[config.mk]
export PLATFORM = sky130hd
export DESIGN_NAME = asc_slave
export DESIGN_NICKNAME = d
export VERILOG_FILES = /design/src/rtl/asc_pkg.sv /design/src/rtl/asc_ms_timer.sv /design/src/rtl/asc_code_table.sv /design/src/rtl/asc_slave.sv
export SDC_FILE = /design/constraint.sdc
export NUM_CORES = 1
export LEC_CHECK = 0
export ABC_AREA = 0
export ABC_CLOCK_PERIOD_IN_PS = 4000
export BUFFER_PORTS_ARGS = -buffer_cell sky130_fd_sc_hd__buf_2
export CAP_MARGIN = 30
export CELL_PAD_IN_SITES_DETAIL_PLACEMENT = 1
export CELL_PAD_IN_SITES_GLOBAL_PLACEMENT = 2
export CORE_ASPECT_RATIO = 0.7
export CORE_UTILIZATION = 36
export CTS_BUF_LIST = sky130_fd_sc_hd__clkbuf_8 sky130_fd_sc_hd__clkbuf_16
export CTS_CLUSTER_SIZE = 14
export DETAILED_ROUTE_END_ITERATION = 10
export PLACE_DENSITY_LB_ADDON = 0.1
export SKIP_LAST_GASP = 1
export SLEW_MARGIN = 20
export SYNTH_ARGS = -nofsm -noshare
export SYNTH_HDL_FRONTEND = slang
export SYNTH_SLANG_ARGS = --single-unit
[constraint.sdc]
create_clock -name MCLK -period 4 [get_ports MCLK]
set_clock_uncertainty 0.2 [all_clocks]
set_input_delay 0.8 -clock MCLK [delete_from_list [all_inputs] [get_ports MCLK]]
set_output_delay 0.8 -clock MCLK [all_outputs]
set_load 0.02 [all_outputs]
[src/rtl/asc_pkg.sv]
`default_nettype none
package asc_pkg;

  // ----------------------------------------------------------------
  // timing
  // ----------------------------------------------------------------
  localparam int CLK_PERIOD_NS  = 40;
  localparam int TICK_PERIOD_NS = 1000000;
  localparam int TICK_CYCLES    = TICK_PERIOD_NS / CLK_PERIOD_NS;
  localparam int NODATA_TIME_MS = 41;
  localparam int MUX_WD_TIME_MS = 327;

  // ----------------------------------------------------------------
  // received telegram layout
  // ----------------------------------------------------------------
  localparam int FRM_W       = 14;
  localparam int FRM_ST      = 13;
  localparam int FRM_CB      = 12;
  localparam int FRM_ADDR_HI = 11;
  localparam int FRM_ADDR_LO = 7;
  localparam int FRM_INFO_HI = 6;
  localparam int FRM_INFO_LO = 2;
  localparam int FRM_PB      = 1;
  localparam int FRM_EB      = 0;

  // ----------------------------------------------------------------
  // call codes and replies
  // ----------------------------------------------------------------
  localparam logic [4:0] ADDR_ZERO    = 5'h00;
  localparam logic [4:0] ADDR_BCAST   = 5'h1f;
  localparam logic [4:0] INFO_BCAST   = 5'h15;
  localparam logic [4:0] INFO_SET_ID  = 5'h18;
  localparam logic [4:0] INFO_SET_IO  = 5'h19;
  localparam logic [4:0] INFO_SET_ID2 = 5'h1a;
  localparam logic [4:0] INFO_SET_CC  = 5'h1b;
  localparam logic [4:0] INFO_SET_CC2 = 5'h14;
  localparam logic [2:0] LOW_DELETE   = 3'h0;
  localparam logic [2:0] LOW_RESET    = 3'h4;
  localparam logic [2:0] LOW_STATUS   = 3'h6;
  localparam logic [3:0] REPLY_ACK    = 4'h6;
  localparam logic [3:0] REPLY_ZERO   = 4'h0;

  // ----------------------------------------------------------------
  // register map
  // ----------------------------------------------------------------
  localparam logic [3:0] REG_CFG    = 4'h0;
  localparam logic [3:0] REG_CODES  = 4'h1;
  localparam logic [3:0] REG_ADDR   = 4'h2;
  localparam logic [3:0] REG_STATUS = 4'h3;
  localparam logic [3:0] REG_TABLE  = 4'h4;
  localparam logic [3:0] REG_SYNC   = 4'h5;

  localparam int CFG_EXT_ADDR  = 0;
  localparam int CFG_FOUR_OUT  = 1;
  localparam int CFG_SYNC_IO   = 2;
  localparam int CFG_SAFETY    = 3;
  localparam int CFG_MUX_WD    = 4;
  localparam int CFG_COMM_WD   = 5;
  localparam int CFG_PRG_LOCK  = 6;
  localparam int CFG_SAFE_PDIS = 7;
  localparam int CFG_INVERT    = 8;
  localparam int CFG_FILTER    = 9;
  localparam int CODES_EXT1_LO = 12;
  localparam int CODES_SEL     = 15;

  localparam logic [15:0] CFG_RST   = 16'h0000;
  localparam logic [15:0] CODES_RST = 16'hffff;
  localparam logic [4:0]  ADDR_RST  = 5'h00;
  localparam logic [3:0]  PARAM_RST = 4'hf;

  // ----------------------------------------------------------------
  // shared decoding
  // ----------------------------------------------------------------
  function automatic logic sel_ok(input logic i3, input logic sel,
                                  input logic inv, input logic ext);
    sel_ok = (i3 == (ext ? (sel ^ inv) : inv));
  endfunction

  function automatic logic parity4(input logic [3:0] d);
    parity4 = ^d;
  endfunction

endpackage
`default_nettype wire

[src/rtl/asc_ms_timer.sv]
`timescale 1ns/1ps
`default_nettype none
module asc_ms_timer #(
  parameter int LIMIT = 41
) (
  input  wire logic clk,
  input  wire logic rst_n,
  input  wire logic tick,
  input  wire logic enable,
  input  wire logic kick,
  output logic      expired
);
  localparam int CW = $clog2(LIMIT + 1);
  localparam logic [CW-1:0] LIM = CW'(LIMIT);

  logic [CW-1:0] cnt_r;
  logic [CW-1:0] cnt_nxt;

  // ----------------------------------------------------------------
  // millisecond count, restarted by kick
  // ----------------------------------------------------------------
  always_comb begin
    cnt_nxt = cnt_r;
    if (!enable || kick) begin
      cnt_nxt = '0;
    end else if (tick && cnt_r != LIM) begin
      cnt_nxt = cnt_r + CW'(1);
    end
  end

  always_ff @(posedge clk) begin
    if (!rst_n) begin
      cnt_r <= '0;
    end else begin
      cnt_r <= cnt_nxt;
    end
  end

  assign expired = (cnt_r == LIM);
endmodule
`default_nettype wire

[src/rtl/asc_code_table.sv]
`timescale 1ns/1ps
`default_nettype none
module asc_code_table #(
  parameter int DEPTH = 8,
  parameter int W     = 4
) (
  input  wire logic                     clk,
  input  wire logic                     rst_n,
  input  wire logic                     wr_en,
  input  wire logic [$clog2(DEPTH)-1:0] wr_idx,
  input  wire logic [W-1:0]             wr_val,
  input  wire logic                     advance,
  input  wire logic                     restart,
  output logic      [W-1:0]             code,
  output logic      [$clog2(DEPTH)-1:0] ptr
);
  localparam int AW = $clog2(DEPTH);

  logic [W-1:0]  mem_r [DEPTH];
  logic [W-1:0]  mem_nxt [DEPTH];
  logic [AW-1:0] ptr_r;
  logic [AW-1:0] ptr_nxt;

  // ----------------------------------------------------------------
  // table storage and cycling pointer
  // ----------------------------------------------------------------
  always_comb begin
    for (int i = 0; i < DEPTH; i++) begin
      mem_nxt[i] = mem_r[i];
    end
    if (wr_en) begin
      mem_nxt[wr_idx] = wr_val;
    end
    ptr_nxt = ptr_r;
    if (restart) begin
      ptr_nxt = '0;
    end else if (advance) begin
      ptr_nxt = (ptr_r == AW'(DEPTH - 1)) ? '0 : ptr_r + AW'(1);
    end
  end

  always_ff @(posedge clk) begin
    if (!rst_n) begin
      for (int i = 0; i < DEPTH; i++) begin
        mem_r[i] <= '0;
      end
      ptr_r <= '0;
    end else begin
      for (int i = 0; i < DEPTH; i++) begin
        mem_r[i] <= mem_nxt[i];
      end
      ptr_r <= ptr_nxt;
    end
  end

  assign code = mem_r[ptr_r];
  assign ptr  = ptr_r;
endmodule
`default_nettype wire

[src/rtl/asc_slave.sv]
`timescale 1ns/1ps
`default_nettype none
// Summary of operation
// (RQ1) in sync mode a falling slave address marks the lowest slave and sync point
// (RQ2) normal addressing drives output three from I3; extended uses I3 as select
// (RQ3) four-output extended mode updates one 2-bit half chosen by I2
// (RQ4) optional watchdog flags a fault when I2 stops alternating 327 ms
// (RQ5) safety mode answers data exchange from an eight-entry cycling code table
// (RQ6) safety mode disables inversion and filtering; inputs become three-level
// (RQ7) first LED flags no data or parameter exchange for 41 ms
// (RQ8) with its flags set the monitor resets the device on expiry
// (RQ9) parameter pin zero level switches the communication watchdog on and off
// (RQ10) manufacturer calls are ignored once lock and safety disable flags are set
// (RQ11) module maker sets the program disable flag before field delivery
// (RQ12) extended addressing compares I3, true or inverted, with own A/B select
// (RQ13) extended addressing stays off while the programming lock flag is low
// (RQ14) data exchange drives outputs and answers the four sampled inputs
// (RQ15) parameter write updates the parameter port and returns the value
// (RQ16) address assignment at address zero stores new address, answers 0110
// (RQ17) ext id one write at address zero stores the code, answers zero
// (RQ18) delete address answers zero; reset slave resets and answers 0110
// (RQ19) read calls return io config, id, ext id one or ext id two
// (RQ20) read status answers the four status bits
// (RQ21) broadcast reset resets every slave without any reply
// (RQ22) manufacturer set calls answer 0110; safety program entry gets none
// (RQ23) status bit zero shows pending memory write, bit three the security flag
// (RQ24) parity and framing checked on receive, parity generated on reply
module asc_slave
  import asc_pkg::*;
#(
  parameter int TICK_CYC = TICK_CYCLES
) (
  input  wire logic              MCLK,
  input  wire logic              RSTN,
  input  wire logic              RX_VALID,
  input  wire logic [FRM_W-1:0]  RX_FRAME,
  input  wire logic [3:0]        DATA_IN,
  input  wire logic [3:0]        PARAM_IN,
  input  wire logic              EE_WRITE_PENDING,
  input  wire logic              SECURITY_FLAG,
  input  wire logic              PERIPHERY_FAULT,
  input  wire logic [3:0]        REG_ADDR_IN,
  input  wire logic [15:0]       REG_WDATA,
  input  wire logic              REG_WR,
  input  wire logic              REG_RD,
  output logic      [15:0]       REG_RDATA,
  output logic                   TX_VALID,
  output logic      [3:0]        TX_INFO,
  output logic                   TX_PARITY,
  output logic                   TX_END,
  output logic      [3:0]        DATA_OUT,
  output logic      [3:0]        PARAM_OUT,
  output logic                   SYNC_POINT,
  output logic                   FIRST_LED_OUTPUT,
  output logic                   MUX_FAULT,
  output logic                   DEVICE_RESET,
  output logic                   FILTER_ACTIVE,
  output logic                   INPUT_3LEVEL
);
  localparam int DW = $clog2(TICK_CYC);

  // ----------------------------------------------------------------
  // state
  // ----------------------------------------------------------------
  logic [15:0]   cfg_r, cfg_nxt;
  logic [15:0]   codes_r, codes_nxt;
  logic [4:0]    addr_r, addr_nxt;
  logic [3:0]    dout_r, dout_nxt;
  logic [3:0]    pend_r, pend_nxt;
  logic [3:0]    pout_r, pout_nxt;
  logic          txv_r, txv_nxt;
  logic [3:0]    txi_r, txi_nxt;
  logic          sync_r, sync_nxt;
  logic [4:0]    last_r, last_nxt;
  logic [4:0]    low_r, low_nxt;
  logic          i2_r, i2_nxt;
  logic          rst_r, rst_nxt;
  logic [15:0]   rdata_r, rdata_nxt;
  logic [DW-1:0] div_r, div_nxt;

  // ----------------------------------------------------------------
  // telegram fields and decode
  // ----------------------------------------------------------------
  logic       frame_ok, cb, mine, mine_cb, ext_active, sel, i3;
  logic [4:0] rx_addr, info;
  logic       is_data_exchange_call, is_parameter_write_call, is_adra, is_ext_id1_write_call, is_address_delete_call, is_res;
  logic       is_rd, is_status_read_call, is_bcast, is_manuf, dx_any, manuf_en;
  logic       soft_rst, is_sync, tick;
  logic       nodata_exp, mux_exp, wd_active, mux_mode;
  logic       parameter_pin_zero, output_pin_three;
  logic [3:0] code_val, in_val, new_out, status_bits;
  logic [2:0] code_ptr;

  assign rx_addr    = RX_FRAME[FRM_ADDR_HI:FRM_ADDR_LO];
  assign info       = RX_FRAME[FRM_INFO_HI:FRM_INFO_LO];
  assign cb         = RX_FRAME[FRM_CB];
  assign i3         = info[3];
  assign frame_ok   = RX_VALID && !RX_FRAME[FRM_ST] && RX_FRAME[FRM_EB]
                      && !(^RX_FRAME[FRM_ST:FRM_PB]);  // RQ24
  assign ext_active = cfg_r[CFG_EXT_ADDR] && cfg_r[CFG_PRG_LOCK];  // RQ13
  assign sel        = codes_r[CODES_SEL];
  assign manuf_en   = !(cfg_r[CFG_PRG_LOCK] && cfg_r[CFG_SAFE_PDIS]);  // RQ10
  assign mine       = (rx_addr == addr_r);
  assign mine_cb    = frame_ok && cb && mine && (rx_addr != ADDR_BCAST);

  assign dx_any   = frame_ok && !cb && !info[4] && (rx_addr != ADDR_ZERO);
  assign is_data_exchange_call  = dx_any && mine
                    && (!ext_active || sel_ok(i3, sel, 1'b1, 1'b1));  // RQ12
  assign is_parameter_write_call  = frame_ok && !cb && info[4] && mine && (addr_r != ADDR_ZERO)
                    && (!ext_active || sel_ok(i3, sel, 1'b1, 1'b1));  // RQ12
  assign is_adra  = frame_ok && !cb && (rx_addr == ADDR_ZERO)
                    && (addr_r == ADDR_ZERO);
  assign is_ext_id1_write_call  = frame_ok && cb && (rx_addr == ADDR_ZERO) && !info[4];
  assign is_address_delete_call  = mine_cb && !is_ext_id1_write_call && !info[4] && (info[2:0] == LOW_DELETE)
                    && sel_ok(i3, sel, 1'b0, ext_active);
  assign is_res   = mine_cb && info[4] && (info[2:0] == LOW_RESET)
                    && sel_ok(i3, sel, 1'b1, ext_active);
  assign is_rd    = mine_cb && info[4] && !info[2]
                    && sel_ok(i3, sel, 1'b0, ext_active);
  assign is_status_read_call  = mine_cb && info[4] && (info[2:0] == LOW_STATUS)
                    && sel_ok(i3, sel, 1'b1, ext_active);
  assign is_bcast = frame_ok && cb && (rx_addr == ADDR_BCAST)
                    && (info == INFO_BCAST);  // RQ21
  assign is_manuf = mine_cb && manuf_en && !is_res && !is_rd && !is_status_read_call
                    && ((info == INFO_SET_ID) || (info == INFO_SET_IO)
                    || (info == INFO_SET_ID2) || (info == INFO_SET_CC)
                    || (info == INFO_SET_CC2));  // RQ10

  assign soft_rst = is_res || is_bcast || rst_r;  // RQ18 RQ21 RQ8

  assign is_sync = cfg_r[CFG_SYNC_IO] && dx_any
                   && ((rx_addr < last_r) || (rx_addr == low_r));  // RQ1

  assign parameter_pin_zero = PARAM_IN[0];
  assign wd_active = cfg_r[CFG_COMM_WD] && parameter_pin_zero;  // RQ9
  assign mux_mode  = ext_active && cfg_r[CFG_FOUR_OUT];

  // ----------------------------------------------------------------
  // input path and status bits
  // ----------------------------------------------------------------
  always_comb begin
    if (cfg_r[CFG_SAFETY]) begin
      in_val = code_val;  // RQ5
    end else if (cfg_r[CFG_INVERT]) begin
      in_val = ~DATA_IN;  // RQ6
    end else begin
      in_val = DATA_IN;
    end
    status_bits = {SECURITY_FLAG, 1'b0, PERIPHERY_FAULT, EE_WRITE_PENDING};  // RQ23
  end

  // ----------------------------------------------------------------
  // new output word for a data exchange
  // ----------------------------------------------------------------
  always_comb begin
    new_out = cfg_r[CFG_SYNC_IO] ? pend_r : dout_r;
    if (mux_mode) begin
      if (info[2]) begin
        new_out[3:2] = info[1:0];  // RQ3
      end else begin
        new_out[1:0] = info[1:0];  // RQ3
      end
    end else if (ext_active) begin
      new_out[2:0] = info[2:0];  // RQ2
    end else begin
      new_out = info[3:0];  // RQ2 RQ14
    end
  end

  // ----------------------------------------------------------------
  // protocol state
  // ----------------------------------------------------------------
  always_comb begin
    dout_nxt = dout_r;
    pend_nxt = pend_r;
    pout_nxt = pout_r;
    addr_nxt = addr_r;
    txv_nxt  = 1'b0;
    txi_nxt  = txi_r;
    sync_nxt = 1'b0;
    last_nxt = last_r;
    low_nxt  = low_r;
    i2_nxt   = i2_r;
    rst_nxt  = wd_active && nodata_exp && !rst_r;  // RQ8
    if (dx_any) begin
      last_nxt = rx_addr;
      if (cfg_r[CFG_SYNC_IO] && (rx_addr < last_r)) begin
        low_nxt = rx_addr;  // RQ1
      end
    end
    if (is_data_exchange_call) begin
      i2_nxt  = info[2];
      txv_nxt = 1'b1;
      txi_nxt = in_val;  // RQ14
      if (cfg_r[CFG_SYNC_IO]) begin
        pend_nxt = new_out;
      end else begin
        dout_nxt = new_out;
      end
    end
    if (is_sync) begin
      sync_nxt = 1'b1;
      dout_nxt = is_data_exchange_call ? new_out : pend_r;  // RQ1
    end
    if (is_parameter_write_call) begin
      pout_nxt = ext_active ? {pout_r[3], info[2:0]} : info[3:0];  // RQ15
      txv_nxt  = 1'b1;
      txi_nxt  = ext_active ? {pout_r[3], info[2:0]} : info[3:0];  // RQ15
    end
    if (is_adra) begin
      addr_nxt = info;  // RQ16
      txv_nxt  = 1'b1;
      txi_nxt  = REPLY_ACK;
    end
    if (is_ext_id1_write_call || is_address_delete_call) begin
      txv_nxt = 1'b1;
      txi_nxt = REPLY_ZERO;  // RQ17 RQ18
    end
    if (is_address_delete_call) begin
      addr_nxt = ADDR_ZERO;  // RQ18
    end
    if (is_res || is_manuf) begin
      txv_nxt = 1'b1;
      txi_nxt = REPLY_ACK;  // RQ18 RQ22
    end
    if (is_rd) begin
      txv_nxt = 1'b1;
      case (info[1:0])
        2'h0:    txi_nxt = codes_r[3:0];  // RQ19
        2'h1:    txi_nxt = codes_r[7:4];
        2'h2:    txi_nxt = codes_r[15:12];
        default: txi_nxt = codes_r[11:8];
      endcase
    end
    if (is_status_read_call) begin
      txv_nxt = 1'b1;
      txi_nxt = status_bits;  // RQ20
    end
    if (soft_rst) begin
      dout_nxt = 4'h0;
      pend_nxt = 4'h0;
      pout_nxt = PARAM_RST;
      sync_nxt = 1'b0;
      if (!is_res) begin
        txv_nxt = 1'b0;  // RQ21
      end
    end
  end

  always_ff @(posedge MCLK) begin
    if (!RSTN) begin
      dout_r <= 4'h0;
      pend_r <= 4'h0;
      pout_r <= PARAM_RST;
      addr_r <= ADDR_RST;
      txv_r  <= 1'b0;
      txi_r  <= 4'h0;
      sync_r <= 1'b0;
      last_r <= 5'h00;
      low_r  <= 5'h00;
      i2_r   <= 1'b0;
      rst_r  <= 1'b0;
    end else begin
      dout_r <= dout_nxt;
      pend_r <= pend_nxt;
      pout_r <= pout_nxt;
      addr_r <= addr_nxt;
      txv_r  <= txv_nxt;
      txi_r  <= txi_nxt;
      sync_r <= sync_nxt;
      last_r <= last_nxt;
      low_r  <= low_nxt;
      i2_r   <= i2_nxt;
      rst_r  <= rst_nxt;
    end
  end

  // ----------------------------------------------------------------
  // register bus and configuration
  // ----------------------------------------------------------------
  always_comb begin
    cfg_nxt   = cfg_r;
    codes_nxt = codes_r;
    rdata_nxt = 16'h0000;
    if (REG_WR) begin
      case (REG_ADDR_IN)
        REG_CFG:   cfg_nxt   = REG_WDATA;
        REG_CODES: codes_nxt = REG_WDATA;
        default:   cfg_nxt   = cfg_r;
      endcase
    end
    if (is_ext_id1_write_call) begin
      codes_nxt[CODES_EXT1_LO +: 4] = info[3:0];  // RQ17
    end
    if (REG_RD) begin
      case (REG_ADDR_IN)
        REG_CFG:    rdata_nxt = cfg_r;
        REG_CODES:  rdata_nxt = codes_r;
        REG_ADDR:   rdata_nxt = {11'h000, addr_r};
        REG_STATUS: rdata_nxt = {5'h00, code_ptr, 1'b0, ext_active, MUX_FAULT,
                                 FIRST_LED_OUTPUT, status_bits};
        REG_SYNC:   rdata_nxt = {11'h000, low_r};
        default:    rdata_nxt = 16'h0000;
      endcase
    end
  end

  always_ff @(posedge MCLK) begin
    if (!RSTN) begin
      cfg_r   <= CFG_RST;
      codes_r <= CODES_RST;
      rdata_r <= 16'h0000;
    end else begin
      cfg_r   <= cfg_nxt;
      codes_r <= codes_nxt;
      rdata_r <= rdata_nxt;
    end
  end

  // ----------------------------------------------------------------
  // millisecond tick
  // ----------------------------------------------------------------
  always_comb begin
    div_nxt = (div_r == DW'(TICK_CYC - 1)) ? '0 : div_r + DW'(1);
  end

  always_ff @(posedge MCLK) begin
    if (!RSTN) begin
      div_r <= '0;
    end else begin
      div_r <= div_nxt;
    end
  end

  assign tick = (div_r == DW'(TICK_CYC - 1));

  // ----------------------------------------------------------------
  // timers and code table
  // ----------------------------------------------------------------
  asc_ms_timer #(
    .LIMIT (NODATA_TIME_MS)
  ) u_nodata (
    .clk     (MCLK),
    .rst_n   (RSTN),
    .tick    (tick),
    .enable  (1'b1),
    .kick    (is_data_exchange_call || is_parameter_write_call || rst_r),  // RQ7
    .expired (nodata_exp)
  );

  asc_ms_timer #(
    .LIMIT (MUX_WD_TIME_MS)
  ) u_muxwd (
    .clk     (MCLK),
    .rst_n   (RSTN),
    .tick    (tick),
    .enable  (mux_mode && cfg_r[CFG_MUX_WD]),  // RQ4
    .kick    (is_data_exchange_call && (info[2] != i2_r)),  // RQ4
    .expired (mux_exp)
  );

  asc_code_table #(
    .DEPTH (8),
    .W     (4)
  ) u_table (
    .clk     (MCLK),
    .rst_n   (RSTN),
    .wr_en   (REG_WR && (REG_ADDR_IN == REG_TABLE)),
    .wr_idx  (REG_WDATA[2:0]),
    .wr_val  (REG_WDATA[7:4]),
    .advance (is_data_exchange_call && cfg_r[CFG_SAFETY]),  // RQ5
    .restart (soft_rst),
    .code    (code_val),
    .ptr     (code_ptr)
  );

  // ----------------------------------------------------------------
  // outputs
  // ----------------------------------------------------------------
  assign output_pin_three = dout_r[3];
  assign DATA_OUT         = {output_pin_three, dout_r[2:0]};
  assign PARAM_OUT        = pout_r;
  assign TX_VALID         = txv_r;
  assign TX_INFO          = txi_r;
  assign TX_PARITY        = parity4(txi_r);  // RQ24
  assign TX_END           = 1'b1;
  assign SYNC_POINT       = sync_r;
  assign FIRST_LED_OUTPUT = nodata_exp;  // RQ7
  assign MUX_FAULT        = mux_exp;  // RQ4
  assign DEVICE_RESET     = rst_r;  // RQ8
  assign FILTER_ACTIVE    = cfg_r[CFG_FILTER] && !cfg_r[CFG_SAFETY];  // RQ6
  assign INPUT_3LEVEL     = cfg_r[CFG_SAFETY];  // RQ6
  assign REG_RDATA        = rdata_r;
endmodule
`default_nettype wire

==> metrics.cfg <==
[floorplanning]
core_um2 = 20070
ios = 87
die_area_um2 = 21340
die_x_um = 174.2
start_util_pct = 37.23
die_h_um = 122.5
rows = 43

[yosys]
yosysWarnings = 0
ys.flop_type = dfxtp_1
ys_types = 69
synth-edff-count = 0
ys_seq_elements = 151
syn-cell-area_um2 = 7471
avgSynthCellArea_um2 = 8.568
ys_top_cells_by_area = dfxtp_1 (40%), mux2i_1 (7.2%), nor2_1 (7.2%)
yosysTopAreaCell = dfxtp_1
syn_nets = 936
postSynth.asyncResetShare_pct = 0
synth_cells = 872
ys_seq_area_share_pct = 40.46
yosysTopAreaCellShare_pct = 40.46

[cts]
clock_latency_ps = 430
cts_root_buf = clkbuf_16
cts_sinks = 151
cts_tree = done
cts.repair.resized = 0
cts_max_level = 4
clk_pin_slew_ps = 70
postCtsSetupBuffers = 0
cts_buffer_depth = 2
holdBufCountCts = 0
cts_buffers = 17

[timing]
slew_headroom_pct = 39.81
finalSetupTns_ps = 0
period_share_pct = 85.83
slew_violations = 0
hold_slack_ps = 258.7
final.min_clock_period_ps = 3433
tightest_slew_ps = 890.2
rsz0062_at_grt = no
finalHoldViolations = 0
max_freq_mhz = 291.3
setup_viol = 0

[route]
drt-wirelength-per-cell_um = 20.23
ant_nets = 0
totalWireLength_mm = 24.97
drt-pass1-iter-count = 5
vias = 6690
viasPerCell = 5.421
drt_iter0_drc = 397
drc = 0

[grt]
grt.overflow.total = 0
grt_pass1_vias = 6817
antenna_found_initial = 0
grt_first_pass_wirelength_mm = 38.94
grt_use_total_pct = 24.16
grt_max_degree = 62

[power_and_ir_drop]
power.density_nw_per_um2 = 396.5
ir_drop_uv = 278.0
p_leak_uw = 0.003593

[cells_and_area]
final_cells = 1234
synthToLayoutAreaGrowth_pct = 18.24
final_layout_size_suffix_gt1_share_pct = 18.57
nets = 1015
post-route-util_pct = 44.02
num_antenna_cells = 0

[critical_path]
critPathKind = input port to flip-flop
crit_arrival_ps = 3580
reg2reg_depth = 7
crit_start = RX_FRAME[7]
r2r-end = u_muxwd.cnt_r[7]$_SDFFE_PP0P_
critPathMaxFanout = 8
cp-start-kind = input port
reg2reg_from = div_r[10]$_SDFF_PP0_
regToRegSetupSlack_ps = 1090
endpoint_kind = flip-flop
worst_ep_required_time_ps = 4150

[run]
drv_cap = 0

[hold_path]
hold_path.class = flip-flop to flip-flop
hold_depth = 2
worstHoldStart = cfg_r[12]$_SDFFE_PN0P_
min_to = cfg_r[12]$_SDFFE_PN0P_

[placed_design]
hpwl_mm = 18.98
portBuffers = 82
dp.cells = 1202
gp_congestion = 0.8888

[run_status]
status = completed

-- synthesized netlist by cell type (all sizes together), types with 2 or more instances --
cell and instances:
and3 10, a31oi 10, mux4 12, nor4 10, and3b 2, o311ai 4
xor2 26, clkbuf 41, a22oi 18, nand3 38, buf 11, a21oi 53
a211oi 3, nand4b 2, ha 14, inv 20, xnor2 27, mux2i 54
or2 2, o21ai 15, nor2b 5, nor3 11, mux2 6, nand2 110
and2 8, nor3b 2, a21boi 3, nor2 145, dfxtp 151, nand3b 11
nor4b 3, or3 7, and4 3, nor4bb 2, a211o 8, nand4 8
-- through the flow --
step	area (um2)	power [uW]	worst slack, ps
finish	8833	3503	566.7
detailed placement	8249	1898	130.7
global route	8833	3632	414.4
floorplan	7471	1767	858.3
global placement	8242	1890	155.7
CTS	8833	3534	561.9
-- placed cells by master (no fill, tap or decap), types with 3 or more instances in the layout --
cell type  netlist  routed
xor2_1          26      26
a22oi_1         18      18
a31oi_1         10      10
nor3_1           9       9
inv_6            0       5
mux2_2           4       4
inv_8            0       5
a21oi_1         53      53
dfxtp_1        151     151
buf_2            5      82
xnor2_1         26      26
o21ai_0         13      13
a211oi_1         3       3
and2_1           8       8
and3_1          10      10
a211o_1          8       8
nor4_1           9       8
inv_1           18      18
clkbuf_16        0      17
mux2i_1         54      54
buf_4            3      29
nand2_1        110     110
ha_1            14      14
nor2b_1          5       5
nand4_1          8       8
or3_1            7       7
mux4_2          12      12
and4_1           3       3
nor2_1         144     144
nand3b_1        11      11
nand3_1         37      37
-- state kept, by name, summed over array words and instances (netlist names), 5 cells and up, named ones only --
name / flops
REG_RDATA: 16
addr_r: 5
cfg_r: 16
codes_r: 16
div_r: 15
last_r: 5
low_r: 5
u_muxwd.cnt_r: 9
u_nodata.cnt_r: 6
u_table.mem_r: 32
-- report_power, final --
group	internal (uW)	switching, uW	leakage [uW]	total [uW]
Combinational	126	214	0.00209	341
Clock	887	749	0.000285	1640
Sequential	1510	12.4	0.00122	1530
-- worst max-delay path by stage --
stage / end / slack (ps)
after detailed placement: DATA_OUT[0]$_SDFFE_PP0P_ / 130
after floorplan: pend_r[2]$_SDFFE_PP0P_ / 860
after global placement: DATA_OUT[0]$_SDFFE_PP0P_ / 160
after CTS: DATA_OUT[0]$_SDFFE_PP0P_ / 560
after global routing: DATA_OUT[0]$_SDFFE_PP0P_ / 410
final: DATA_OUT[0]$_SDFFE_PP0P_ / 570
-- final cells by class --
cell class,instances,area [um2]
multi-input cells,649,4165
clock inverters,15,158.9
well taps,270,337.8
repair buffers,112,648.1
flip-flops and latches,151,3023
inverters,20,75.07
clock buffers,17,425.4
fillers,2367,11230
-- metal layers --
| layer | track usage (%) | wire length, um | up-vias |
|---|---|---|---|
| met2 | 37.08 | 10950 | 127 |
| met5 | 0 | 0 | - |
| met1 | 34.98 | 12830 | 3374 |
| li1 | - | - | 3173 |
| met4 | 4.989 | 198 | 0 |
| met3 | 4.709 | 984 | 16 |
-- critical path, stage by stage --
cell and delay, ps:
buf_2 100, inv_1 60, ha_1 300, xnor2_1 270, xnor2_1 150, xnor2_2 320
mux2i_1 590, a311o_1 350, a21boi_2 200, buf_4 170, nand2_1 70, a21oi_1 170
-- cell families (layout without fill, tap and decap cells) --
| kind of cell | Yosys count | count (layout) | synth area share [%] |
|---|---|---|---|
| xor+xnor | 53 | 53 | 6.314 |
| simple gates | 384 | 384 | 24.27 |
| mux | 72 | 72 | 11.76 |
| flops | 151 | 151 | 40.46 |
| buf+inv | 72 | 164 | 3.952 |
| compound gates | 125 | 125 | 10.85 |
| fa+ha+maj | 14 | 14 | 2.345 |
| other cells | 1 | 1 | 0.05019 |
Power figures use the tool's default switching activity.
